$ cat src/spc_consts.svh
// Constants for the SYSREF pulse controller: offsets, fields, resets.
// Assumes byte addresses on an AXI4-Lite bus with 32-bit data.
`ifndef SPC_CONSTS_SVH
`define SPC_CONSTS_SVH

// ----------
// Register byte offsets
// ----------
`define SPC_A_CTRL      8'h00
`define SPC_A_COUNT     8'h04
`define SPC_A_PERIOD    8'h08
`define SPC_A_PATTERN   8'h0c
`define SPC_A_TOD_CMP   8'h10
`define SPC_A_TOD       8'h14
`define SPC_A_STATUS    8'h18
`define SPC_A_DPLL_DLY  8'h1c
`define SPC_A_PAIR0     8'h20

// ----------
// Control field positions
// ----------
`define SPC_F_INIT      0
`define SPC_F_CONT      1
`define SPC_F_PAT_EN    2
`define SPC_F_PRIMARY   3
`define SPC_F_SENSE     4
`define SPC_F_STOP_FALL 6
`define SPC_F_TOD_EN    7

// Pair register field positions.
`define SPC_P_EN        0
`define SPC_P_HALF      1
`define SPC_P_SHIFT     9
`define SPC_P_DEV_FINE  17
`define SPC_P_SYS_FINE  19
`define SPC_P_W         21

// ----------
// Reset values and timing
// ----------
`define SPC_RST_COUNT   8'h01
`define SPC_RST_PERIOD  16'h0010
`define SPC_MIN_PERIOD  16'h0002
`define SPC_RST_PATTERN 8'h55
`define SPC_RST_PAT_LST 3'h7
`define SPC_RST_PAIR    21'h000002
// Fine delay code n means n times this step; codes 0..2 only.
`define SPC_FINE_STEP_PS 50
// Each signed step of a DPLL delay field is this many picoseconds.
`define SPC_DPLL_STEP_PS 10
`define SPC_RESP_OK     2'b00
`define SPC_RESP_SLVERR 2'b10

`endif

$ cat src/spc_pkg.sv
// Types shared by the SYSREF pulse controller modules.
// Assumes spc_consts.svh is on the include path.
package spc_pkg;
  // Controller states, Gray coded along idle, align, run, hold.
  typedef enum logic [1:0] {
    ST_IDLE  = 2'b00,
    ST_ALIGN = 2'b01,
    ST_RUN   = 2'b11,
    ST_HOLD  = 2'b10
  } spc_state_t;

  // Hardware start trigger sensitivity.
  typedef enum logic [1:0] {
    SENSE_RISE = 2'b00,
    SENSE_FALL = 2'b01,
    SENSE_HIGH = 2'b10,
    SENSE_LOW  = 2'b11
  } spc_sense_t;
endpackage : spc_pkg

$ cat src/spc_sysref_ctrl.sv
// SYSREF pulse controller with AXI4-Lite registers.
// Assumes one 200 MHz clock; the SYSREF-rate clock is derived inside.
//
// What this block does
// - Counted mode emits 1 to 255 pulses.
// - Continuous mode: steady train or pulse/pause pattern.
// - Start from trigger pin or software bit.
// - Pin start sense: rise, fall, high, low.
// - Software start on bit rising zero to one.
// - Time-of-day compare match also starts output.
// - Counted mode ends itself after last pulse.
// - Continuous stops on pin edge (level in level modes) or software.
// - Software stop on bit falling one to zero.
// - Stop aligned to SYSREF clock, no runt pulse.
// - One SYSREF rate; device clocks integer multiples.
// - SYSREF and device clock rise together by default.
// - Device clock phase steps; fine delay 0/50/100ps.
// - Per-DPLL delay adjust in 10 ps steps.
// - Up to six SYSREF and device clock pairs.
// - Primary retimes trigger onto trigger output.
// - Secondaries start on the following SYSREF edge.
// - Primary drops trigger output 1.5 periods after a counted burst.
// - Level mode, continuous primary: trigger output follows input per edge.
//
// Implementation choices: the register addresses and the AXI4-Lite interface to the registers.
`include "spc_consts.svh"
module spc_sysref_ctrl
  import spc_pkg::*;
#(
  parameter int NUM_PAIRS = 6
) (
  // Clock and reset.
  input  wire logic                   aclk,
  input  wire logic                   aresetn,
  // AXI4-Lite write address and data.
  input  wire logic                   awvalid,
  output logic                        awready,
  input  wire logic [7:0]             awaddr,
  input  wire logic [2:0]             awprot,
  input  wire logic                   wvalid,
  output logic                        wready,
  input  wire logic [31:0]            wdata,
  input  wire logic [3:0]             wstrb,
  // AXI4-Lite write response.
  output logic                        bvalid,
  input  wire logic                   bready,
  output logic [1:0]                  bresp,
  // AXI4-Lite read.
  input  wire logic                   arvalid,
  output logic                        arready,
  input  wire logic [7:0]             araddr,
  input  wire logic [2:0]             arprot,
  output logic                        rvalid,
  input  wire logic                   rready,
  output logic [31:0]                 rdata,
  output logic [1:0]                  rresp,
  // Trigger pins.
  input  wire logic                   external_async_trigger,
  output logic                        trigger_out,
  // Clock outputs and delay settings.
  output logic                        sysref_clk_int,
  output logic [NUM_PAIRS-1:0]        sysref_out,
  output logic [NUM_PAIRS-1:0]        devclk_out,
  output logic [2*NUM_PAIRS-1:0]      sysref_fine_dly,
  output logic [2*NUM_PAIRS-1:0]      devclk_fine_dly,
  output logic [31:0]                 dpll_delay_steps
);
  typedef struct packed {
    spc_state_t                           state;
    logic [15:0]                          cnt;
    logic                                 clk_int;
    logic                                 emit;
    logic                                 trig_out;
    logic [7:0]                           left;
    logic [2:0]                           slot;
    logic [16:0]                          hold;
    logic                                 start_pend;
    logic                                 stop_pend;
    logic                                 sync1;
    logic                                 sync2;
    logic                                 sync3;
    logic [31:0]                          time_of_day_counter;
    logic [7:0]                           ctrl;
    logic [7:0]                           count;
    logic [15:0]                          period;
    logic [7:0]                           pattern;
    logic [2:0]                           pat_last;
    logic [31:0]                          tod_cmp;
    logic [31:0]                          dpll_dly;
    logic [NUM_PAIRS-1:0][`SPC_P_W-1:0]   pair;
    logic                                 sw_start;
    logic                                 sw_stop;
    logic                                 aw_full;
    logic [7:0]                           aw_q;
    logic                                 w_full;
    logic [31:0]                          w_q;
    logic [3:0]                           strb_q;
    logic                                 bvalid;
    logic [1:0]                           bresp;
    logic                                 rvalid;
    logic [1:0]                           rresp;
    logic [31:0]                          rdata;
  } spc_core_t;

  spc_core_t s;
  spc_core_t next_s;
  logic [15:0] half;
  logic        last;
  logic        rise;
  logic        fall;
  logic        hw_start;
  logic        hw_stop;
  logic        start_ev;
  logic        stop_ev;
  logic        lvl_mode;
  logic        cont;
  logic [31:0] merged;
  logic [5:0]  pidx;

  // Merge write data into an old word under the byte strobes.
  function automatic logic [31:0] spc_merge(input logic [31:0] old,
                                            input logic [31:0] d,
                                            input logic [3:0]  be);
    logic [31:0] r;
    r = old;
    for (int i = 0; i < 4; i++) begin
      if (be[i]) begin
        r[8*i +: 8] = d[8*i +: 8];
      end
    end
    return r;
  endfunction : spc_merge

  // ----------
  // Next state
  // ----------
  always_comb begin
    next_s = s;
    merged = 32'h0;
    pidx = 6'h00;
    cont = s.ctrl[`SPC_F_CONT];
    lvl_mode = s.ctrl[`SPC_F_SENSE+1];

    // SYSREF-rate clock divider; last marks the cycle before its edge.
    half = {1'b0, s.period[15:1]};
    last = (s.cnt >= s.period - 16'h0001);
    next_s.cnt = last ? 16'h0000 : s.cnt + 16'h0001;
    next_s.clk_int = (next_s.cnt < half);

    // Trigger pin synchroniser, then edge and level detection.
    next_s.sync1 = external_async_trigger;
    next_s.sync2 = s.sync1;
    next_s.sync3 = s.sync2;
    rise = s.sync2 & ~s.sync3;
    fall = ~s.sync2 & s.sync3;
    case (spc_sense_t'(s.ctrl[`SPC_F_SENSE +: 2]))
      SENSE_RISE: hw_start = rise;
      SENSE_FALL: hw_start = fall;
      SENSE_HIGH: hw_start = s.sync2;
      SENSE_LOW:  hw_start = ~s.sync2;
      default:    hw_start = 1'b0;
    endcase
    // Level modes stop on the inactive level, edge modes on an edge.
    if (lvl_mode) begin
      hw_stop = s.ctrl[`SPC_F_SENSE] ? s.sync2 : ~s.sync2;
    end else begin
      hw_stop = s.ctrl[`SPC_F_STOP_FALL] ? fall : rise;
    end

    // Time-of-day counter and compare event.
    next_s.time_of_day_counter = s.time_of_day_counter + 32'h0000_0001;
    start_ev = hw_start | s.sw_start |
               (s.ctrl[`SPC_F_TOD_EN] && s.time_of_day_counter == s.tod_cmp);
    stop_ev = hw_stop | s.sw_stop;
    next_s.sw_start = 1'b0;
    next_s.sw_stop = 1'b0;

    // Pending flags; the consuming cycle clears the flag and takes any new event with it.
    next_s.start_pend = (s.state == ST_IDLE) & (s.start_pend | start_ev);
    next_s.stop_pend = (s.state == ST_RUN || s.state == ST_ALIGN) & cont
                       & (s.stop_pend | stop_ev);

    // Burst sequencer; idle, align and run step only at SYSREF-rate clock edges, hold counts aclk cycles.
    case (s.state)
      ST_IDLE: begin
        if (last && (s.start_pend || start_ev)) begin
          next_s.start_pend = 1'b0;
          next_s.left = (s.count == 8'h00) ? 8'h01 : s.count;
          next_s.slot = 3'h0;
          if (s.ctrl[`SPC_F_PRIMARY]) begin
            next_s.trig_out = 1'b1;
            next_s.state = ST_ALIGN;
          end else begin
            next_s.emit = 1'b1;
            next_s.state = ST_RUN;
          end
        end
      end
      ST_ALIGN: begin
        if (last) begin
          next_s.emit = 1'b1;
          next_s.state = ST_RUN;
        end
      end
      ST_RUN: begin
        if (last) begin
          if (!cont) begin
            if (s.left == 8'h01) begin
              next_s.emit = 1'b0;
              next_s.hold = {1'b0, s.period} + {1'b0, half} - 17'h00001;
              next_s.state = ST_HOLD;
            end else begin
              next_s.left = s.left - 8'h01;
            end
          end else if (s.stop_pend || stop_ev) begin
            next_s.stop_pend = 1'b0;
            next_s.emit = 1'b0;
            next_s.trig_out = 1'b0;
            next_s.state = ST_IDLE;
          end else begin
            // Pattern slots cycle through pattern bits 0..pat_last.
            next_s.slot = (s.slot == s.pat_last) ? 3'h0
                                                 : s.slot + 3'h1;
            next_s.emit = s.ctrl[`SPC_F_PAT_EN] ?
                          s.pattern[next_s.slot] : 1'b1;
          end
        end
      end
      ST_HOLD: begin
        if (s.hold == 17'h00000) begin
          next_s.trig_out = 1'b0;
          next_s.state = ST_IDLE;
        end else begin
          next_s.hold = s.hold - 17'h00001;
        end
      end
      default: begin
        next_s.state = ST_IDLE;
      end
    endcase

    // ----------
    // AXI4-Lite slave
    // ----------
    if (awvalid && !s.aw_full) begin
      next_s.aw_full = 1'b1;
      next_s.aw_q = awaddr;
    end
    if (wvalid && !s.w_full) begin
      next_s.w_full = 1'b1;
      next_s.w_q = wdata;
      next_s.strb_q = wstrb;
    end
    if (s.bvalid && bready) begin
      next_s.bvalid = 1'b0;
    end
    // Write once both halves are held and the last answer is gone.
    if (s.aw_full && s.w_full && !s.bvalid) begin
      next_s.aw_full = 1'b0;
      next_s.w_full = 1'b0;
      next_s.bvalid = 1'b1;
      next_s.bresp = `SPC_RESP_OK;
      pidx = s.aw_q[7:2] - 6'h08;
      case (s.aw_q)
        `SPC_A_CTRL: begin
          merged = spc_merge({24'h0, s.ctrl}, s.w_q, s.strb_q);
          next_s.ctrl = merged[7:0];
          next_s.sw_start = merged[`SPC_F_INIT]
                            & ~s.ctrl[`SPC_F_INIT];
          next_s.sw_stop = ~merged[`SPC_F_INIT]
                           & s.ctrl[`SPC_F_INIT];
        end
        `SPC_A_COUNT: begin
          merged = spc_merge({24'h0, s.count}, s.w_q, s.strb_q);
          next_s.count = merged[7:0];
        end
        `SPC_A_PERIOD: begin
          merged = spc_merge({16'h0, s.period}, s.w_q, s.strb_q);
          next_s.period = (merged[15:0] < `SPC_MIN_PERIOD) ?
                          `SPC_MIN_PERIOD : merged[15:0];
        end
        `SPC_A_PATTERN: begin
          merged = spc_merge({21'h0, s.pat_last, s.pattern},
                             s.w_q, s.strb_q);
          next_s.pattern = merged[7:0];
          next_s.pat_last = merged[10:8];
        end
        `SPC_A_TOD_CMP: begin
          next_s.tod_cmp = spc_merge(s.tod_cmp, s.w_q, s.strb_q);
        end
        `SPC_A_TOD, `SPC_A_STATUS: begin
          next_s.bresp = `SPC_RESP_OK;
        end
        `SPC_A_DPLL_DLY: begin
          next_s.dpll_dly = spc_merge(s.dpll_dly, s.w_q, s.strb_q);
        end
        default: begin
          if (s.aw_q >= `SPC_A_PAIR0 && 32'(pidx) < NUM_PAIRS &&
              s.aw_q[1:0] == 2'b00) begin
            merged = spc_merge({{(32-`SPC_P_W){1'b0}}, s.pair[pidx]},
                               s.w_q, s.strb_q);
            next_s.pair[pidx] = merged[`SPC_P_W-1:0];
          end else begin
            next_s.bresp = `SPC_RESP_SLVERR;
          end
        end
      endcase
    end

    // Reads answer one cycle after the address is taken.
    if (s.rvalid && rready) begin
      next_s.rvalid = 1'b0;
    end
    if (arvalid && !s.rvalid) begin
      next_s.rvalid = 1'b1;
      next_s.rresp = `SPC_RESP_OK;
      next_s.rdata = 32'h0;
      pidx = araddr[7:2] - 6'h08;
      case (araddr)
        `SPC_A_CTRL:     next_s.rdata = {24'h0, s.ctrl};
        `SPC_A_COUNT:    next_s.rdata = {24'h0, s.count};
        `SPC_A_PERIOD:   next_s.rdata = {16'h0, s.period};
        `SPC_A_PATTERN:  next_s.rdata = {21'h0, s.pat_last, s.pattern};
        `SPC_A_TOD_CMP:  next_s.rdata = s.tod_cmp;
        `SPC_A_TOD:      next_s.rdata = s.time_of_day_counter;
        `SPC_A_STATUS:   next_s.rdata = {16'h0, s.left, 3'h0, s.emit,
                                         s.trig_out, s.start_pend,
                                         s.state};
        `SPC_A_DPLL_DLY: next_s.rdata = s.dpll_dly;
        default: begin
          if (araddr >= `SPC_A_PAIR0 && 32'(pidx) < NUM_PAIRS &&
              araddr[1:0] == 2'b00) begin
            next_s.rdata = {{(32-`SPC_P_W){1'b0}}, s.pair[pidx]};
          end else begin
            next_s.rresp = `SPC_RESP_SLVERR;
          end
        end
      endcase
    end
  end

  // ----------
  // State register
  // ----------
  always_ff @(posedge aclk) begin
    if (!aresetn) begin
      s <= '0;
      s.state <= ST_IDLE;
      s.count <= `SPC_RST_COUNT;
      s.period <= `SPC_RST_PERIOD;
      s.pattern <= `SPC_RST_PATTERN;
      s.pat_last <= `SPC_RST_PAT_LST;
      for (int i = 0; i < NUM_PAIRS; i++) begin
        s.pair[i] <= `SPC_RST_PAIR;
      end
    end else begin
      s <= next_s;
    end
  end

  // ----------
  // Output pairs
  // ----------
  for (genvar g = 0; g < NUM_PAIRS; g++) begin : g_pair
    spc_pair_out u_pair (
      .aclk            (aclk),
      .aresetn         (aresetn),
      .enable          (s.pair[g][`SPC_P_EN]),
      .half_div        (s.pair[g][`SPC_P_HALF +: 8]),
      .shift           (s.pair[g][`SPC_P_SHIFT +: 8]),
      .dev_fine        (s.pair[g][`SPC_P_DEV_FINE +: 2]),
      .sys_fine        (s.pair[g][`SPC_P_SYS_FINE +: 2]),
      .frame_start     (s.cnt == 16'h0000),
      .sysref_run      (s.emit && s.cnt < half),
      .sysref_out      (sysref_out[g]),
      .devclk_out      (devclk_out[g]),
      .sysref_fine_dly (sysref_fine_dly[2*g +: 2]),
      .devclk_fine_dly (devclk_fine_dly[2*g +: 2])
    );
  end

  // Bus handshakes and register-driven outputs.
  assign awready          = ~s.aw_full;
  assign wready           = ~s.w_full;
  assign arready          = ~s.rvalid;
  assign bvalid           = s.bvalid;
  assign bresp            = s.bresp;
  assign rvalid           = s.rvalid;
  assign rdata            = s.rdata;
  assign rresp            = s.rresp;
  assign trigger_out      = s.trig_out;
  assign sysref_clk_int   = s.clk_int;
  assign dpll_delay_steps = s.dpll_dly;
endmodule : spc_sysref_ctrl

$ cat src/spc_pair_out.sv
// One SYSREF and device clock output pair.
// Assumes frame_start marks each SYSREF-rate clock rising edge.
module spc_pair_out
  import spc_pkg::*;
(
  // Clock and reset.
  input  wire logic       aclk,
  input  wire logic       aresetn,
  // Configuration.
  input  wire logic       enable,
  input  wire logic [7:0] half_div,
  input  wire logic [7:0] shift,
  input  wire logic [1:0] dev_fine,
  input  wire logic [1:0] sys_fine,
  // Timing from the core.
  input  wire logic       frame_start,
  input  wire logic       sysref_run,
  // Outputs.
  output logic            sysref_out,
  output logic            devclk_out,
  output logic [1:0]      sysref_fine_dly,
  output logic [1:0]      devclk_fine_dly
);
  typedef struct packed {
    logic [7:0] sdl;
    logic [7:0] hc;
    logic       dc;
    logic       sys;
    logic       dev;
    logic [1:0] sf;
    logic [1:0] df;
  } spc_pair_t;

  spc_pair_t s;
  spc_pair_t next_s;
  logic [7:0] hlim;
  logic       realign;

  // Device clock restarts high on each frame edge, delayed by shift.
  always_comb begin
    next_s = s;
    hlim = (half_div == 8'h00) ? 8'h01 : half_div;
    realign = (frame_start && shift == 8'h00) || (s.sdl == 8'h01);
    if (frame_start) begin
      next_s.sdl = shift;
    end else if (s.sdl != 8'h00) begin
      next_s.sdl = s.sdl - 8'h01;
    end
    if (realign) begin
      next_s.dc = 1'b1;
      next_s.hc = hlim - 8'h01;
    end else if (s.hc == 8'h00) begin
      next_s.dc = ~s.dc;
      next_s.hc = hlim - 8'h01;
    end else begin
      next_s.hc = s.hc - 8'h01;
    end
    next_s.sys = enable & sysref_run;
    next_s.dev = enable & next_s.dc;
    next_s.sf = sys_fine;
    next_s.df = dev_fine;
  end

  // State register.
  always_ff @(posedge aclk) begin
    if (!aresetn) begin
      s <= '0;
    end else begin
      s <= next_s;
    end
  end

  assign sysref_out      = s.sys;
  assign devclk_out      = s.dev;
  assign sysref_fine_dly = s.sf;
  assign devclk_fine_dly = s.df;
endmodule : spc_pair_out

$ cat config.mk
export PLATFORM = sky130hd
export DESIGN_NAME = spc_sysref_ctrl
export DESIGN_NICKNAME = d
export VERILOG_FILES = /design/src/spc_pkg.sv /design/src/spc_sysref_ctrl.sv /design/src/spc_pair_out.sv
export VERILOG_INCLUDE_DIRS = /design/src
export SDC_FILE = /design/constraint.sdc
export NUM_CORES = 2
export LEC_CHECK = 0
export BUFFER_PORTS_ARGS = -buffer_cell sky130_fd_sc_hd__buf_2
export CAP_MARGIN = 5
export CORE_UTILIZATION = 45
export DETAILED_ROUTE_END_ITERATION = 6
export GPL_ROUTABILITY_DRIVEN = 0
export GPL_TIMING_DRIVEN = 0
export PLACE_DENSITY_LB_ADDON = 0.15
export SLEW_MARGIN = 15
export SYNTH_ARGS = -nofsm -noshare
export SYNTH_HDL_FRONTEND = slang
export SYNTH_HIERARCHICAL = 1
export SYNTH_SLANG_ARGS = --single-unit
$ cat constraint.sdc
create_clock -name aclk -period 9.42 [get_ports aclk]
set_input_delay 0.471 -clock aclk [delete_from_list [all_inputs] [get_ports aclk]]
set_output_delay 0.471 -clock aclk [all_outputs]
set_load 0.005 [all_outputs]
# Word-level counts from Yosys, hierarchy flattened
# Index checks and enable logic that the tools add are counted.
dict set report totals {
  wordCells 438
  regBits 543
  input_bits 66
}
dict set report classes {
  order_cmp 12
  eq_ne 45
  n_reduce_logical 104
  mux 122
  addsub 28
  bitwise_logic 39
}
# operator n
set ops {}
lappend ops {{$mux 8} 44}
lappend ops {{$pmux 32 s8} 1}
lappend ops {{$logic_not 8->1} 21}
lappend ops {{$sub 8x1->8 const B} 19}
lappend ops {{$bmux 21 s3} 2}
lappend ops {{$bwmux 126} 1}
lappend ops {{$mux 21} 4}
lappend ops {{$eq 8x5->1 const B} 8}
lappend ops {{$demux 21 s3} 1}
lappend ops {{$eq 8x1->1 const B} 7}
lappend ops {{$mux 9} 6}
lappend ops {{$mux 17} 3}
lappend ops {{$reduce_bool 8->1} 6}
lappend ops {{$reduce_and 3->1} 14}
lappend ops {{$mux 35} 1}
lappend ops {{$pmux 17 s2} 1}
lappend ops {{$sub 17x1->17 const B} 2}
lappend ops {{$add 32x1->32 const B} 1}
lappend ops {{$eq 32x32->1} 1}
lappend ops {{$eq 8x4->1 const B} 4}
lappend ops {{$lt 16x15->1} 2}
lappend ops {{$mux 16} 2}
lappend ops {{$mux 30} 1}
lappend ops {{$mux 1} 28}
lappend ops {{other kinds (46)} 170}

# Longest topological paths before layout
dict set report depth {
  depth_word 11
  mapped_depth 25
  depth_no_buf 23
}

# Hierarchy
# Netlist, hierarchy kept.
# module n_inst cells_each area_each_um2
set modules_own_cells {}
lappend modules_own_cells {spc_sysref_ctrl 1 2597 22265.1}
lappend modules_own_cells {spc_pair_out 6 149 1302.5}

# Worst setup path after synthesis
# No wires, ideal clock.
dict set report synth_path {
  kind {flip-flop to flip-flop}
  startpoint {reg s, in the netlist half[1]}
  endpoint {reg s, in the netlist sysref_clk_int}
  t_required_ps 9334
  period_less_slack_ps 4727
  path_slack_ps 4693
  arrival_time_ps 4641
  path_stages_with_launch 26
  path_cell_list {dfxtp_1 > inv_1 > ha_1 > nand2_1 > nand2_1 > nand2_1 > nand2_1 > a21oi_1 > nand4_1 > xnor2_1 > ha_1 > a21o_1 > a21oi_1 > o211ai_1 > nor2_1 > a221oi_4 > buf_2 > buf_1 > nor2_1 > ha_1 > a21o_1 > a21o_1 > a21oi_1 > nor2_1 > or4_1 > a211oi_1}
}
# element line
set synth_rtl {}
lappend synth_rtl {{start: declaration} spc_sysref_ctrl.sv:105} ;# spc_core_t s;
lappend synth_rtl {{start signal: assignment} spc_sysref_ctrl.sv:357} ;# s <= next_s;

==> flow_summary.json <==
{
  "outcome": "finished, violations left",
  "violations": "design-rule violations",
  "clkLatencyLatePin_ns": 0.66,
  "synth_commonest_cells": "dfxtp_1 (541), nor2_1 (412), nand2_1 (403)",
  "ys_ff_latch": 541,
  "p_sw_mw": 2.25,
  "critical_path_class": "flop to flop",
  "fillCellCount": 6324,
  "synth_most_common_cell": "dfxtp_1",
  "ys.flop_type": "dfxtp_1",
  "postCtsHoldBufs": 1,
  "grt_util_met1_pct": 43.2,
  "die_h_um": 261,
  "power.internal_mw": 4.74,
  "rsz0062_at_grt": "no",
  "netSwitchingFraction_pct": 32.2,
  "placed_cells": 4525,
  "slowest_stage": "dfxtp_1",
  "drt_iter0_drc": 2875,
  "ant_nets": 0,
  "clk_pin_slew_worst_paths_ns": 0.06,
  "synth.top_cell.area_share_pct": 36.0,
  "end_kind": "flop",
  "rows": 94,
  "hpwl_um": 80000,
  "drv_cap": 0,
  "io_buffer_count": 166,
  "finalWorstSetupSlack_ns": 3.53,
  "min_period_ns": 5.89,
  "grt_util_all_layers_pct": 30.1,
  "htreeDepth": 2,
  "cts_root_buf": "clkbuf_16",
  "worstSetupStartpointType": "flop",
  "cts_buffers": 59,
  "fin_area_sq_um": 34200,
  "vias": 26900,
  "cpMostUsedCell": "nand2_1",
  "post-route-period-util_pct": 62.5,
  "drt-vias-per-instance": 5.81,
  "postSynth.asyncResetShare_pct": 0,
  "multiInputGateArea_sq_um": 17300,
  "seqPwrFrac_pct": 38.3,
  "drive_above_1_share_pct": 14.6,
  "hold_class": "input pin to flop",
  "power_frac_clock_pct": 35.8,
  "cp.arrival_ns": 6.43,
  "hold_ws_ns": 0.0409,
  "wire_per_inst_um": 22.4,
  "dr.pass1.iters": 7,
  "grt_pass1_vias": 24700,
  "num-nets-final": 3909,
  "required_ns": 9.96,
  "synth_area_leaders": "dfxtp_1 (36%), mux2i_1 (8.0%), nor2_1 (5.1%), nand2_1 (5.0%), ha_1 (4.9%)",
  "grt_use_met2_pct": 44.5,
  "ir_drop_mv": 0.139,
  "synth_edf_count": 0,
  "grt_overflow": 0,
  "setup_viol": 0,
  "num_io_pins": 177,
  "clockBufferDepth": 3,
  "core_sq_um": 66000,
  "maxSlewHeadroom_pct": 26.8,
  "syn_to_final_growth_pct": 13.6,
  "post_cts_buffers": 0,
  "hold_viol_final": 0,
  "drc": 30,
  "finClkSkew_ns": 0.0507,
  "seq_area_frac_synth_pct": 36.0,
  "syn_area_sq_um": 30100,
  "final_core_util_pct": 51.8,
  "power.total_mw": 6.99,
  "timing.fmax_ghz": 0.170,
  "comb_power_share_pct": 25.9,
  "max_stage_delay_ns": 0.55,
  "grt_max_degree": 37,
  "placed_area_sq_um": 32000,
  "die_w_um": 261,
  "antenna_found_initial": 5,
  "busiest_layer": "met2",
  "dieArea_sq_um": 67900,
  "yosysWarningCount": 6,
  "met3_usage_pct": 5.50,
  "worstMarginPinSlew_ns": 1.09,
  "cts.repair.resized": 0,
  "leakage_nw": 14.6,
  "instances_no_fill": 4638,
  "synth_top_area_cell": "dfxtp_1",
  "fin_tns_setup_ns": 0,
  "avgSynthCellArea_sq_um": 8.62,
  "routed_wirelength_um": 104000,
  "place_ws_ns": 3.58,
  "synth_cell_type_count": 92,
  "postSynthCellCount": 3491,
  "start_util_pct": 45.6,
  "maxSlewViolCount": 0,
  "cts_tree": "built",
  "power.density_nw_per_um2": 204,
  "cp_max_fo": 10,
  "clock_sinks": 541,
  "grt_pass1_wl_um": 155000,
  "regArea_sq_um": 10800
}
[logic make-up after synthesis]
logic type	after synthesis	synth area share (%)
AO/OA/AOI/OAI	611	13.7
XOR/XNOR	180	5.39
adder cells (fa/ha/maj)	120	5.04
buffers and inverters	423	6.70
flip-flops	541	36.0
multiplexers	306	12.1
other	1	0.0125
AND/OR/NAND/NOR	1309	21.1
[metal layers]
layer  vias up  routed length, um
met3       233              10400
li1      12700                  -
met2      1312              42900
met5         -                 15
met1     12700              46300
met4         2               4190
[worst paths after layout]
| kind | start | end | slack (ns) | cells after the start |
|---|---|---|---|---|
| max reg2reg | half[1] | sysref_clk_int | 3.53 | 25 |
| max | half[1] | sysref_clk_int | 3.53 | 25 |
| min reg2reg | next_s[352] | next_s[351] | 0.45 | 1 |
| min | awvalid | s[83] | 0.04 | 3 |
[final cells by class]
class	count	share of cell area (%)
multi-input combinational	2528	50.5
sequential	541	31.7
clock buffer	88	5.25
buffer	276	4.28
tap	864	3.16
timing repair buffer	170	2.57
inverter	147	1.61
clock inverter	22	0.919
antenna	2	0.0146
[sequential cells by signal, indices dropped and copies added, names as in the netlist, 12 cells and up]
name                           flops
s                                314
g_pair.u_pair/s                  102
dpll_delay_steps                  32
rdata                             32
half                              15
g_pair.u_pair/devclk_fine_dly     12
g_pair.u_pair/sysref_fine_dly     12
[power groups by stage]
stage,Clock (mW),Combinational [mW],Sequential [mW]
final,2.50,1.81,2.68
after global routing,2.63,2.04,2.70
after CTS,2.53,1.81,2.67
after detailed placement,0,1.79,2.72
after global placement,0,1.79,2.72
after floorplan,0,1.46,2.67
[placed cells by master (no fill, tap or decap), types with 22 or more instances in the layout]
master     instances
and2_1            67
a222oi_1          26
nor2_1           412
buf_4            101
nand4_1           35
mux2_2            23
nor2b_1           41
a22oi_1           52
xnor2_1           66
nand3_1           80
ha_1             118
a21oi_1          169
inv_1            146
xor2_1           108
clkbuf_16         59
buf_2            196
nor4_1            28
and3_1            34
nor3_1            69
nand2_1          403
o211a_1           30
o21ai_0          104
nand2b_1          22
mux4_2            43
mux2i_1          240
o22ai_1           44
clkbuf_1         137
dfxtp_1          541
[critical path, delay by kind of cell, from the launching register on]
kind	cells	cell delay [ns]
AO/OA/AOI/OAI	9	2.02
AND/OR/NAND/NOR	9	1.22
buffers and inverters	3	0.92
adder cells (fa/ha/maj)	3	0.87
flip-flops	1	0.55
XOR/XNOR	1	0.17
Note: power is estimated with default switching activity, not from simulation.
